## src/rtl/svr_map.svh

```systemverilog
// Purpose: Timing constants for the supervisor watchdog reset block.
// Assumes: Core clock of 100 MHz.
// Notes:   Cycle counts follow from the times in ms or ns and the clock rate.
`ifndef SVR_MAP_SVH
`define SVR_MAP_SVH

// Core clock rate in MHz (period 10 ns)
`define SVR_CLK_MHZ 100
// Least reset hold period in ms; a least time, already a whole cycle count
`define SVR_RESET_HOLD_MS 150
`define SVR_RESET_HOLD_CYC (`SVR_RESET_HOLD_MS * 1000 * `SVR_CLK_MHZ)
// Watchdog period in ms; plain default, meant to be overridden
`define SVR_WATCHDOG_MS 1600
`define SVR_WATCHDOG_CYC (`SVR_WATCHDOG_MS * 1000 * `SVR_CLK_MHZ)
// Shortest watchdog input pulse that must be seen, in ns, and in cycles
`define SVR_WDI_PULSE_NS 150
`define SVR_WDI_PULSE_CYC ((`SVR_WDI_PULSE_NS * `SVR_CLK_MHZ) / 1000)
// Counter width, large enough for the default periods
`define SVR_CNT_W 28
// State encodings (Gray along hold -> timeout -> run)
`define SVR_ST_HOLD 2'h0
`define SVR_ST_TIMEOUT 2'h1
`define SVR_ST_RUN 2'h3

`endif

```

## src/rtl/svr_pkg.sv

```systemverilog
// Purpose: Types shared by the supervisor watchdog reset block.
// Assumes: svr_map.svh is on the include path.
// Notes:   Types only; numbers live in the map header.
`include "svr_map.svh"

package svr_pkg;

    typedef enum logic [1:0] {
        SVR_HOLD = `SVR_ST_HOLD,
        SVR_TIMEOUT = `SVR_ST_TIMEOUT,
        SVR_RUN = `SVR_ST_RUN
    } svr_state_t;

    typedef struct packed {
        logic supply_low;
        logic manual;
    } svr_cause_t;

endpackage

```

## src/rtl/svr_timer.sv

```systemverilog
// Purpose: Up counter with synchronous clear and a terminal flag.
// Assumes: LIMIT of at least 2 and below 2**WIDTH.
// Notes:   Saturates at LIMIT-1 so it never wraps.
`timescale 1ns/1ps

module svr_timer #(
    parameter int WIDTH = 28,
    parameter int LIMIT = 2
) (
    input wire logic core_clk, // Core clock
    input wire logic rst_n, // Asynchronous reset, active low
    input wire logic clear, // Return count to zero
    input wire logic enable, // Count this cycle
    output logic [WIDTH-1:0] count, // Current count
    output logic done // Count has reached LIMIT-1
);

    localparam logic [WIDTH-1:0] LAST = WIDTH'(LIMIT - 1);

    logic [WIDTH-1:0] count_reg;
    logic [WIDTH-1:0] count_next;

    assign done = (count_reg == LAST);
    assign count = count_reg;
    assign count_next = clear ? '0 : ((enable && !done) ? count_reg + WIDTH'(1) : count_reg);

    always_ff @(posedge core_clk or negedge rst_n) begin
        if (!rst_n) begin
            count_reg <= '0;
        end else begin
            count_reg <= count_next;
        end
    end

endmodule

```

## src/rtl/svr_top.sv

```systemverilog
// Purpose: Supervisor that drives a processor reset from supply, manual reset and watchdog.
// Assumes: All inputs synchronous to core_clk; supply comparator given as a logic level.
// Notes:   Reset outputs are registered, one cycle behind their cause.
`timescale 1ns/1ps
`include "svr_map.svh"

module svr_top #(
    parameter int RESET_HOLD_CYCLES = `SVR_RESET_HOLD_CYC,
    parameter int WATCHDOG_CYCLES = `SVR_WATCHDOG_CYC,
    parameter int CNT_W = `SVR_CNT_W
) (
    input wire logic core_clk, // Core clock, 100 MHz
    input wire logic rst_n, // Power-on reset, active low
    input wire logic supply_low, // Supply below threshold
    input wire logic manual_reset_n, // Manual reset request, active low
    input wire logic watchdog_toggle_in, // Watchdog toggle from the processor
    output logic reset_out_n, // Processor reset, active low
    output logic reset_out, // Processor reset, active high
    output logic watchdog_expired // One-cycle pulse on watchdog expiry
);

    svr_pkg::svr_state_t state_reg;
    svr_pkg::svr_state_t state_next;
    svr_pkg::svr_cause_t cause;
    logic wdi_prev_reg;
    logic reset_n_reg;
    logic reset_reg;
    logic expired_reg;
    logic cause_any;
    logic wdi_edge;
    logic in_run;
    logic in_timeout;
    logic hold_done;
    logic wd_done;
    logic wd_expire;
    logic wd_clear;
    logic [CNT_W-1:0] hold_count;
    logic [CNT_W-1:0] wd_count;
    // Length of the current asserted stretch, watched by the hold-length check
    logic [CNT_W-1:0] low_run_reg;

    // Reset is released only in the run state
    function automatic logic is_released(input svr_pkg::svr_state_t s);
        return (s == svr_pkg::SVR_RUN);
    endfunction

    // The pin's pull-up belongs to the pad; a floating input arrives here as high
    assign cause.supply_low = supply_low;
    assign cause.manual = !manual_reset_n;
    assign cause_any = cause.supply_low || cause.manual;
    assign in_run = is_released(state_reg);
    assign in_timeout = (state_reg == svr_pkg::SVR_TIMEOUT);
    // Edge on either polarity; a single-cycle pulse yields two edges
    assign wdi_edge = watchdog_toggle_in ^ wdi_prev_reg;
    assign wd_expire = in_run && wd_done && !wdi_edge && !cause_any;
    // Expiry clears too, so the timer reads zero from the first cycle of reset
    assign wd_clear = !in_run || wdi_edge || cause_any || wd_expire;

    svr_timer #(
        .WIDTH(CNT_W),
        .LIMIT(RESET_HOLD_CYCLES)
    ) u_hold (
        .core_clk(core_clk),
        .rst_n(rst_n),
        .clear(!in_timeout || cause_any),
        .enable(in_timeout),
        .count(hold_count),
        .done(hold_done)
    );

    svr_timer #(
        .WIDTH(CNT_W),
        .LIMIT(WATCHDOG_CYCLES)
    ) u_wdog (
        .core_clk(core_clk),
        .rst_n(rst_n),
        .clear(wd_clear),
        .enable(in_run),
        .count(wd_count),
        .done(wd_done)
    );

    always_comb begin
        state_next = state_reg;
        case (state_reg)
            svr_pkg::SVR_HOLD: begin
                if (!cause_any) begin
                    state_next = svr_pkg::SVR_TIMEOUT;
                end
            end
            svr_pkg::SVR_TIMEOUT: begin
                if (cause_any) begin
                    state_next = svr_pkg::SVR_HOLD;
                end else if (hold_done) begin
                    state_next = svr_pkg::SVR_RUN;
                end
            end
            svr_pkg::SVR_RUN: begin
                if (cause_any) begin
                    state_next = svr_pkg::SVR_HOLD;
                end else if (wd_expire) begin
                    state_next = svr_pkg::SVR_TIMEOUT;
                end
            end
            default: begin
                state_next = svr_pkg::SVR_HOLD;
            end
        endcase
    end

    // Power-up starts in hold with reset asserted and timers cleared
    always_ff @(posedge core_clk or negedge rst_n) begin
        if (!rst_n) begin
            state_reg <= svr_pkg::SVR_HOLD;
            reset_n_reg <= 1'b0;
            reset_reg <= 1'b1;
            expired_reg <= 1'b0;
            wdi_prev_reg <= 1'b0;
        end else begin
            state_reg <= state_next;
            reset_n_reg <= is_released(state_next);
            reset_reg <= !is_released(state_next);
            expired_reg <= wd_expire;
            wdi_prev_reg <= watchdog_toggle_in;
        end
    end

    assign reset_out_n = reset_n_reg;
    assign reset_out = reset_reg;
    assign watchdog_expired = expired_reg;

    always_ff @(posedge core_clk or negedge rst_n) begin
        if (!rst_n) begin
            low_run_reg <= '0;
        end else if (reset_out_n) begin
            low_run_reg <= '0;
        end else if (low_run_reg != '1) begin
            low_run_reg <= low_run_reg + CNT_W'(1);
        end
    end
endmodule

```

## config.mk

```make
export PLATFORM = sky130hd
export DESIGN_NAME = svr_top
export DESIGN_NICKNAME = d
export VERILOG_FILES = /design/src/rtl/svr_pkg.sv /design/src/rtl/svr_timer.sv /design/src/rtl/svr_top.sv
export VERILOG_INCLUDE_DIRS = /design/src /design/src/rtl
export SDC_FILE = /design/constraint.sdc
export NUM_CORES = 1
export LEC_CHECK = 0
export BUFFER_PORTS_ARGS = -buffer_cell sky130_fd_sc_hd__buf_2
export CORE_MARGIN = 1.5
export CORE_UTILIZATION = 40
export DETAILED_ROUTE_END_ITERATION = 8
export PLACE_DENSITY = 0.62
export SLEW_MARGIN = 20
export SYNTH_ARGS = -nofsm -noshare
export SYNTH_HDL_FRONTEND = slang
export SYNTH_SLANG_ARGS = --single-unit
export TNS_END_PERCENT = 5
```

## constraint.sdc

```tcl
create_clock -name core_clk -period 3.4 [get_ports core_clk]
set_input_delay 0 -clock core_clk [delete_from_list [all_inputs] [get_ports core_clk]]
set_output_delay 0 -clock core_clk [all_outputs]
set_load 0.02 [all_outputs]
```

# After elaboration in Yosys (flattened, before gate mapping)

Cells that the tools add are included.

Equality and inequality tests: 5
Add/sub/neg operators: 2
Muxes and demuxes: 10
Reduce and logical (&&, ||, !) cells: 21
Bitwise operators: 1

Operators with widths:

| kind                    | number |
|---|---|
| $mux W28                | 4 |
| $add A28 B1 Y28 const B | 2 |
| $eq A28 B24 Y1 const B  | 1 |
| $eq A28 B28 Y1 const B  | 1 |
| $mux W2                 | 5 |
| $logic_not A1 Y1        | 8 |
| $pmux W2 S3             | 1 |
| $logic_and A1 B1 Y1     | 5 |
| $logic_or A1 B1 Y1      | 5 |
| $eq A2 B2 Y1 const B    | 2 |
| $reduce_bool A2 Y1      | 2 |
| $eq A2 B1 Y1 const B    | 1 |
| $logic_not A2 Y1        | 1 |
| $xor A1 B1 Y1           | 1 |

Logic and storage cells: 46
Register bits: 62
Output and inout port bits: 3

# Longest topological paths before layout

Gate-level depths: netlist (run 1).

Depth after elaboration: 9
Depth in mapped cells: 7
Mapped depth without buffers: 6

# Hierarchy

A second synthesis (run 1) with hierarchy kept.

Cells, all modules: 353
Area total of the unflattened synthesis: 3530.9 µm²

Modules (own cells, without submodules):

| module              | cells each | instances | area each (µm²) | seq. area each (µm²) |
|---|---|---|---|---|
| svr_timer at u_wdog | 169        | 1         | 1701.6          | 700.7 |
| svr_timer at u_hold | 163        | 1         | 1559.0          | 700.7 |
| svr_top             | 21         | 1         | 270.3           | 151.4 |

# Worst setup path after synthesis (run 1)

No wires, ideal clock.

Path type: reg2reg
Start point: reg u_hold.count_reg[0] (netlist: u_hold.count[0])
End point: reg u_hold.count_reg[26] (netlist: u_hold.count[26])
Data arrival time: 1921 ps
Cell stages (with the launch flop): 8
Path slack: 1401 ps
Setup time: 78 ps
Period minus slack after synthesis: 1999 ps
Cell sequence: dfrtp_1 > ha_1 > and3_1 > clkbuf_1 > nand3_1 > or4_1 > or3_1 > a21oi_1

Longest elaborated chain between the ends: 4
Elaborated cells between the ends (all ways): 7
Those cells by class: 1 x add/sub; 1 x eq/ne; 2 x mux; 3 x reduce/logical

RTL lines:

| item                                                                    | RTL line        | RTL |
|---|---|---|
| start: declaration                                                      | svr_timer.sv:20 | `logic [WIDTH-1:0] count_reg;` |
| start signal: assignment                                                | svr_timer.sv:31 | `count_reg <= count_next;` |
| parallel branches: the longest is 4 deep, another holds $add A28 B1 Y28 | n/a             |  |

Several ways; the timed one is not identified. The select of a mux whose other input is x is not followed.
A chain may end at the register's enable or synchronous reset.

# Worst setup path in the final report (run 1)

Start point: reg u_hold.count_reg[0] (netlist: u_hold.count[0])
End point: reg u_hold.count_reg[1] (netlist: u_hold.count[1])

The elaborated chain is that of the path after synthesis.

==> results of run 1 <==
kinds of logic (layout without fill, tap and decap cells):
group / count (synthesis) / count (layout)
muxes: 1 / 1
adders and majority gates: 2 / 2
DFF: 62 / 62
buffers and inverters: 16 / 37
xor gates and xnor gates: 41 / 41
AOI/OAI and AO/OA: 26 / 26
and+or+nand+nor: 172 / 172
critical path: stages, from the launching register on:
cell and delay, ns:
dfrtp_1 0.41, ha_1 0.22, and3_1 0.34, nand3_1 0.17, nor4_2 0.58, mux2i_1 0.24, nor2_1 0.06
metrics by stage:
| step | area, sq um | total power [mW] | instances | hold slack (ns) |
|---|---|---|---|---|
| final | 3440 | 1.34 | 440 | 0.195 |
| after global routing | 3440 | 1.40 | 440 | 0.251 |
| after CTS | 3430 | 1.36 | 440 | 0.313 |
| after detailed placement | 3210 | 0.779 | 419 | 0.136 |
| after global placement | 3210 | 0.779 | 419 | 0.134 |
| after floorplan | 3070 | 0.759 | 320 | -0.296 |
placed cells by master, fill, tap and decap left out, types with 2 or more instances in the layout:
cell type / count
nor2b_1: 2
dfrtp_1: 61
nand2_1: 20
dlygate4sd3_1: 5
buf_2: 6
nor2_1: 53
and3_1: 5
nor3b_1: 2
nand2b_1: 4
ha_1: 2
buf_4: 4
nor4_2: 2
xor2_1: 23
nor4_1: 8
a21oi_1: 13
nor3_1: 11
nor4b_1: 3
or3_1: 7
o21ai_0: 7
nand4_1: 13
or4_1: 4
clkinv_4: 2
clkbuf_8: 9
a21o_1: 2
inv_1: 6
clkinv_2: 3
and4_1: 4
nand3_1: 27
xnor2_1: 18
metal layers:
metal  up-vias  wire length [microns]
met5         -                      0
met4         0                     95
met3         9                    171
met2        26                   2740
met1      1127                   2850
li1       1151                      -
power by group through the flow:
stage          clock network (mW)  logic [mW]  registers, mW
5_1_grt                     0.623      0.0335          0.740
2_1_floorplan                   0     0.00534          0.754
3_3_place_gp                    0      0.0247          0.754
4_1_cts                     0.588      0.0292          0.740
3_5_place_dp                    0      0.0249          0.754
6_report                    0.572      0.0284          0.740
worst max-delay path by stage:
stage                                    to  slack (ns)  cells after the start
2_1_floorplan  u_hold.count[26]$_DFFE_PN0P_        1.40                      7
3_3_place_gp    u_hold.count[1]$_DFFE_PN0P_        1.22                      6
3_5_place_dp    u_hold.count[1]$_DFFE_PN0P_        1.21                      6
4_1_cts         u_hold.count[1]$_DFFE_PN0P_        1.20                      6
5_1_grt         u_hold.count[1]$_DFFE_PN0P_        1.01                      6
6_report        u_hold.count[1]$_DFFE_PN0P_        1.23                      6
Yosys cell counts, types with 2 or more instances:
cell type  count  area share, %
a21o_1         2           0.49
a21oi_1       13            2.1
and3_1         5            1.0
and4_1         4            1.1
buf_2          2           0.33
clkbuf_1       7           0.86
dfrtp_1       61             50
ha_1           2           0.81
inv_1          6           0.73
nand2_1       20            2.4
nand2b_1       4           0.81
nand3_1       27            4.4
nand4_1       13            2.6
nor2_1        53            6.5
nor2b_1        2           0.41
nor3_1        11            1.8
nor3b_1        2           0.49
nor4_1         8            1.6
nor4_2         2           0.81
nor4b_1        3           0.86
o21ai_0        7            1.1
or3_1          7            1.4
or4_1          4           0.98
xnor2_1       18            5.1
xor2_1        23            6.6
area by class of cell:
| type | instances | area share (%) |
|---|---|---|
| sequential | 62 | 45.2 |
| multi-input combinational | 242 | 42.3 |
| clock buffer | 9 | 3.60 |
| tap | 99 | 3.60 |
| timing repair buffer | 15 | 3.20 |
| clock inverter | 7 | 1.42 |
| inverter | 6 | 0.655 |
==> impl_metrics.tcl, run 1 <==
set metrics [dict create \
    clock-sinks 62 \
    die_x_microns 90.6 \
    clock_path_buffers 2 \
    finalSetupTns_ns 0 \
    status "complete, no violations" \
    n_antenna_cell 0 \
    switching_share_pct 24.4 \
    met2_usage_pct 26.0 \
    grt_use_met3_pct 4.80 \
    syn_avg_cell_area_sq_um 9.60 \
    muxShareOfSynthArea_pct 0.326 \
    powerDensity_nw_per_um2 390 \
    globalRouteOverflowTotal 0 \
    r2r_cells 6 \
    detail-route-antenna-nets 0 \
    relSlewSlack_pct 30.0 \
    rrSetupSlack_ns 1.23 \
    synth_edf_count 0 \
    crit_start "u_hold.count[0]$_DFFE_PN0P_" \
    synth_flop_cell "dfrtp_1" \
    reg2reg_from "u_hold.count[0]$_DFFE_PN0P_" \
    synth_cell_types 39 \
    start_kind "flop" \
    synth-compound-area-share_pct 4.77 \
    area_delta_synth_final_pct 11.9 \
    hp-class "input pin to async pin" \
    peakVddDrop_mv 0.237 \
    rows 31 \
    gp_congestion 0.812 \
    hpwl_microns 3880 \
    drt-initial-drc-count 89 \
    regArea_sq_um 1550 \
    clock.fmax_mhz 460 \
    routed_wl_microns 5860 \
    synthSimpleGateAreaFrac_pct 29.8 \
    grt_pass1_wl_microns 10600 \
    synth_area_sq_um 3070 \
    clockPowerShare_pct 42.7 \
    synth_top_family_by_area "simple AND/OR/NAND/NOR gates" \
    ctsResizeCount 0 \
    p_int_mw 1.01 \
    worst_r2r_endpoint "u_hold.count[1]$_DFFE_PN0P_" \
    ys.warnings.count 0 \
    drv_slew 0 \
    grt.total_usage_pct 16.2 \
    grt_pass1_vias 2290 \
    critPathKind "flop to flop" \
    cts_tree "yes" \
    worst_slack_ns 1.23 \
    end_kind "flop" \
    worst_pin_slew_ns 1.05 \
    clkLatencyLatePin_ns 0.34 \
    hold_viol_final 0 \
    start_util_pct 41.9 \
    fill_cells 673 \
    setup_viol 0 \
    grt.busiest_layer "met2" \
    clock-skew-final_ns 0.0104 \
    firstDrtPassIters 4 \
    post_cts_buffers 0 \
    ios 8 \
    ys_seq_area_share_pct 50.6 \
    htreeDepth 3 \
    wl_per_cell_microns 13.3 \
    use_met1_pct 20.6 \
    fin_crit_sh_pct 63.9 \
    finalCriticalPeriod_ns 2.17 \
    critical_path.max_fanout 8 \
    grt_max_degree 49 \
    p_sw_mw 0.328 \
    p_leak_nw 1.30 \
    required_ns 3.59 \
    synth.net_count 327 \
    root_buffer "clkbuf_8" \
    multi_input_area_sq_um 1460 \
    port-buffer-count 7 \
    async_reset_ff_share_pct 100 \
    die_y_microns 90.6 \
    comb_power_share_pct 2.1 \
    die_area_sq_um 8210 \
    cap_violations 0 \
    yosys.area_share.adder_pct 0.815 \
    viasPerCell 5.26 \
    path_clk_slew_ns 0.07 \
    route.vias.total 2313 \
    drive_above_1_share_pct 9.68 \
    cts_hold_buf 5 \
    p_seq_share_pct 55.2 \
    syn_inst 320 \
    rsz0062_at_grt "false" \
    coreArea_sq_um 7330 \
    post-place-ws_ns 1.21 \
    antenna_found_initial 0 \
    cts_buffers 9 \
    nNetsFinal 343 \
    drcViolationCount 0 \
    cp.arrival_ns 2.36 \
    synth-xor-area-share_pct 11.7 \
    post-route-util_pct 46.9 \
    synth-seq-cells 62 \
]
(Power assumes the default switching activity.)
==> inputs of run 2 (changes only) <==
clock period = 2 ns   (was 3.4 ns; I/O delays follow)
==> run 2 against run 1 <==
  * Flip-flop and latch count unchanged
  * Combinational power up 73%
  * First-iteration DRC count increased by 20%
  * Die area unchanged
  * Maximum frequency up 12%
  * Non-clock buffer count rose by 22
  * Clock power up 120%
  * Register-to-register slack got worse by 1.2 ns
  * Hold slack worse by 0.047 ns
  * Critical path type unchanged
  * Critical endpoint is now u_hold.count[27]$_DFFE_PN0P_
  * Largest power group unchanged
==> impl_metrics.tcl, run 2 (synthesis results as in run 1) <==
set metrics [dict create \
    status "complete, no violations" \
    root_buffer "clkbuf_8" \
    p_seq_share_pct 49.6 \
    reg2reg_from "u_hold.count[8]$_DFFE_PN0P_" \
    cts_buffers 9 \
    end_kind "flop" \
    fill_cells 676 \
    p_int_mw 1.98 \
    clock.fmax_mhz 513 \
    critical_path.max_fanout 6 \
    final_common_cell "dfrtp_1" \
    p_sw_mw 0.557 \
    drive_above_1_share_pct 16.5 \
    fin_crit_sh_pct 97.4 \
    clockPowerShare_pct 48.5 \
    worst_slack_ns 0.0525 \
    route.vias.total 2400 \
    clkLatencyLatePin_ns 0.34 \
    clock-skew-final_ns 0.00743 \
    die_y_microns 90.6 \
    hold_viol_final 0 \
    grt_pass1_vias 2459 \
    rsz0062_at_grt "true" \
    cp_slowest_stage_delay_ns 0.53 \
    grt_pass1_wl_microns 11000 \
    comb_power_share_pct 1.9 \
    n_antenna_cell 0 \
    path_clk_slew_ns 0.08 \
    drt-initial-drc-count 107 \
    layout_common_cells "dfrtp_1 (60), nor2_1 (53), nand3_1 (26), buf_4 (25), xor2_1 (23)" \
    clock_path_buffers 2 \
    grt.total_usage_pct 16.5 \
    coreArea_sq_um 7330 \
    htreeDepth 3 \
    post-place-ws_ns 0.0203 \
    worst_hold_slack_ns 0.147 \
    finalCriticalPeriod_ns 1.95 \
    area_delta_synth_final_pct 19.4 \
    nNetsFinal 365 \
    switching_share_pct 22.0 \
    die_x_microns 90.6 \
    p_leak_nw 1.44 \
    critical_path.n_buffers_inverters 0 \
    peakVddDrop_mv 0.502 \
    regArea_sq_um 1550 \
    detail-route-antenna-nets 0 \
    cp.arrival_ns 2.21 \
    gp_congestion 0.839 \
    crit_start "u_hold.count[8]$_DFFE_PN0P_" \
    setup_viol 0 \
    viasPerCell 5.19 \
    required_ns 2.27 \
    start_util_pct 41.9 \
    critPathSlowestCell "or4_4" \
    die_area_sq_um 8210 \
    routed_wl_microns 6120 \
    drv_slew 0 \
    start_kind "flop" \
    antenna_found_initial 0 \
    crit_family "simple AND/OR/NAND/NOR gates" \
    cts_tree "yes" \
    grt_max_degree 29 \
    wl_per_cell_microns 13.3 \
    firstDrtPassIters 4 \
    drcViolationCount 0 \
    critPathKind "flop to flop" \
    port-buffer-count 7 \
    relSlewSlack_pct 67.8 \
    worst_pin_slew_ns 0.482 \
    hpwl_microns 4220 \
    powerDensity_nw_per_um2 692 \
    rows 31 \
    multi_input_area_sq_um 1470 \
    globalRouteOverflowTotal 0 \
    clock-sinks 62 \
    hp-class "input pin to async pin" \
    crit_chain "and4_4 > nand4_4 > or4_4 > or3_1 > a21oi_1" \
    cap_violations 0 \
    ios 8 \
]
run 2: cell type report:
type	count	area share [%]
clock buffers	9	3.38
flip-flops and latches	62	42.4
repair buffers	37	7.44
multi-input cells	242	40.2
inverters	6	0.614
clock inverters	7	2.63
well taps	99	3.38
run 2: path summary, 6_finish.rpt:
path | endpoint | slack [ns] | cells after the start
worst max register to register | u_hold.count[27]$_DFFE_PN0P_ | 0.05 | 5
max in group asynchronous | u_hold.count[7]$_DFFE_PN0P_ | 1.19 | 3
worst max-delay path | u_hold.count[27]$_DFFE_PN0P_ | 0.05 | 5
worst min register to register | u_wdog.count[0]$_DFFE_PN0P_ | 0.49 | 1
worst min-delay path | u_hold.count[18]$_DFFE_PN0P_ | 0.15 | 2
min in group core_clk | wdi_prev_reg$_DFF_PN0_ | 0.34 | 2
run 2: what timing repair did:
action,4_1_cts,5_1_grt
hold buffers,5,0
setup buffers,0,0
gates resized for setup,0,5
setup endpoints to repair,0,10
endpoints found under the hold margin,25,0
run 2: per-layer routing:
metal / up-vias / wire, microns / track usage [%]
met5: - / 0 / 0
met4: 0 / 19 / 4.10
met3: 2 / 193 / 5.56
met2: 26 / 3090 / 28.1
met1: 1180 / 2820 / 20.1
li1: 1192 / - / -
run 2: power groups by stage:
stage / sequential, mW / combinational, mW / clock (mW)
after floorplan: 1.28 / 0.00907 / 0
final: 1.26 / 0.0491 / 1.23
after global routing: 1.26 / 0.0581 / 1.32
after global placement: 1.28 / 0.0436 / 0
after detailed placement: 1.28 / 0.0440 / 0
after CTS: 1.26 / 0.0515 / 1.27
run 2: per-stage QoR:
| step | util [%] | setup TNS, ns | cells | area, sq um | total power, mW |
|---|---|---|---|---|---|
| after floorplan | - | 0 | 320 | 3070 | 1.29 |
| after global placement | 46.1 | 0 | 441 | 3380 | 1.33 |
| after detailed placement | 46.1 | 0 | 441 | 3380 | 1.33 |
| after CTS | 49.8 | 0 | 462 | 3650 | 2.58 |
| after global routing | 50.0 | -0.0248 | 462 | 3670 | 2.64 |
| final | 50.0 | 0 | 462 | 3670 | 2.54 |
==> inputs of run 3 (changes only) <==
clock period = 1.82 ns   (was 2 ns; I/O delays follow)
==> run 3 against run 2 <==
  * The flow now finishes with violations (negative setup slack)
  * Die area stayed put
  * Maximum frequency grew 7.0%
  * Hold slack better by 0.019 ns
  * Flip-flop and latch count unchanged
  * Setup slack got worse by 0.053 ns
  * Combinational power up 24%
  * Sequential power is 9.5% higher
  * Design area rose by 8.9%
  * Non-clock buffer count up 29
  * Count of clock-buffer cells in the layout grew 3
  * Largest cell class is now multi-input gates
  * Largest power group unchanged
==> impl_metrics.tcl, run 3 (synthesis results as in run 1) <==
set metrics [dict create \
    routed_wl_microns 6560 \
    root_buffer "clkbuf_8" \
    grt.total_usage_pct 17.6 \
    grt_pass1_vias 2631 \
    start_kind "flop" \
    powerDensity_nw_per_um2 693 \
    hold_viol_final 0 \
    post-place-ws_ns -0.0653 \
    fill_cells 648 \
    critPathKind "flop to flop" \
    rrSetupSlack_ns -0.0004 \
    hp-class "input pin to async pin" \
    htreeDepth 3 \
    rows 31 \
    relSlewSlack_pct 65.4 \
    final_common_cell "dfrtp_1" \
    clock.fmax_mhz 549 \
    p_leak_nw 1.63 \
    rsz0062_at_grt "true" \
    required_ns 2.08 \
    crit_chain "ha_2 > and3_4 > nand3_1 > or4_4 > or3_1 > a21oi_1" \
    wl_per_cell_microns 13.4 \
    stdcell_area_sq_um 3990 \
    ios 8 \
    grt_max_degree 28 \
    status "finished with violations" \
    violations "negative setup slack" \
    worst_r2r_endpoint "u_hold.count[22]$_DFFE_PN0P_" \
    hpwl_microns 4540 \
    area_delta_synth_final_pct 30.0 \
    fin_crit_sh_pct 100 \
    post-route-util_pct 54.5 \
    viasPerCell 5.08 \
    layout_common_cells "dfrtp_1 (59), nor2_1 (53), buf_4 (52), nand3_1 (25), xor2_1 (23)" \
    end_kind "flop" \
    multi_input_area_sq_um 1560 \
    nNetsFinal 394 \
    r2r_cells 6 \
    clkLatencyLatePin_ns 0.33 \
    worst_pin_slew_ns 0.520 \
    antenna_found_initial 0 \
    path_clk_slew_ns 0.07 \
    reg2reg_from "u_hold.count[1]$_DFFE_PN0P_" \
    start_util_pct 41.9 \
    firstDrtPassIters 4 \
    coreArea_sq_um 7330 \
    cts_tree "yes" \
    cap_violations 0 \
    cts_buffers 9 \
    detail-route-antenna-nets 0 \
    cp.arrival_ns 2.08 \
    grt_pass1_wl_microns 11800 \
    clock_path_buffers 2 \
    die_y_microns 90.6 \
    worst_slack_ns -0.000436 \
    die_area_sq_um 8210 \
    clock-sinks 62 \
    n_antenna_cell 0 \
    clock-skew-final_ns 0.0117 \
    gp_congestion 0.835 \
    setup_viol 1 \
    drv_slew 0 \
    regArea_sq_um 1560 \
    peakVddDrop_mv 0.418 \
    globalRouteOverflowTotal 0 \
    cp_slowest_stage_delay_ns 0.45 \
    die_x_microns 90.6 \
    route.vias.total 2492 \
    drive_above_1_share_pct 25.8 \
    port-buffer-count 7 \
    dpl_cell_area_sq_um 3620 \
    finalCriticalPeriod_ns 1.82 \
    critical_path.max_fanout 6 \
    drt-initial-drc-count 69 \
    critPathSlowestCell "or4_4" \
    drcViolationCount 0 \
]
-- run 3: cell count changes in the layout (fill, tap and decap cells not counted), sizes merged --
cell	change
buf	+29
clkbuf	+3
inv	-2
clkinv	-1
-- run 3: worst max-delay path, delay by kind of cell (launching register included) --
family / cells / cell delay (ns)
AND/OR/NAND/NOR: 4 / 1.06
flip-flops: 1 / 0.37
adder cells (fa/ha/maj): 1 / 0.19
AO/OA/AOI/OAI: 1 / 0.13
-- run 3: worst max path at each step --
stage                                 startpoint                           end  slack (ns)  cells past startpoint
global placement     u_wdog.count[1]$_DFFE_PN0P_        state_reg[1]$_DFF_PN0_       -0.05                      6
floorplan            u_hold.count[0]$_DFFE_PN0P_  u_hold.count[26]$_DFFE_PN0P_       -0.05                      7
detailed placement  u_hold.count[14]$_DFFE_PN0P_  u_hold.count[25]$_DFFE_PN0P_       -0.07                      5
finish               u_hold.count[1]$_DFFE_PN0P_  u_hold.count[22]$_DFFE_PN0P_     -0.0004                      6
CTS                  u_hold.count[8]$_DFFE_PN0P_   u_hold.count[1]$_DFFE_PN0P_      -0.006                      7
global route         u_hold.count[1]$_DFFE_PN0P_  u_hold.count[22]$_DFFE_PN0P_        -0.1                      6
-- run 3: routing by layer --
metal  vias up  part of all wire [%]  global-route usage, %  routed length, microns
met5         -                     0                      0                       0
met4         0                  0.64                   4.10                      42
met3         5                   2.6                   5.30                     172
met2        28                    51                   30.5                    3370
met1      1204                    45                   21.4                    2970
li1       1255                     -                      -                       -
-- run 3: layout make-up --
| class | instances | area share (%) |
|---|---|---|
| flip-flops and latches | 62 | 39.0 |
| multi-input cells | 242 | 39.1 |
| well taps | 99 | 3.10 |
| repair buffers | 66 | 12.9 |
| clock buffers | 12 | 3.64 |
| clock inverters | 4 | 1.75 |
| inverters | 6 | 0.564 |
-- run 3: where the power goes --
part	internal, mW	total (mW)	switching [mW]
Clock	0.805	1.32	0.517
Combinational	0.0222	0.0608	0.0386
Sequential	1.38	1.38	0.00174
-- run 3: repair_timing --
item	in CTS	in global routing
setup endpoints to repair	10	37
gates resized for setup	5	12
hold buffers	5	0
endpoints found under the hold margin	23	0
gates cloned	0	0
pin swaps	1	6
setup buffers	0	3
-- run 3: through the flow --
stage,instances,hold slack [ns],power [mW],setup TNS [ns]
floorplan,320,-0.296,1.42,-0.939
global placement,467,0.00636,1.46,-0.143
detailed placement,467,0.0121,1.46,-0.317
CTS,488,0.184,2.80,-0.00585
global route,491,0.214,2.87,-0.936
finish,491,0.167,2.77,-0.000436
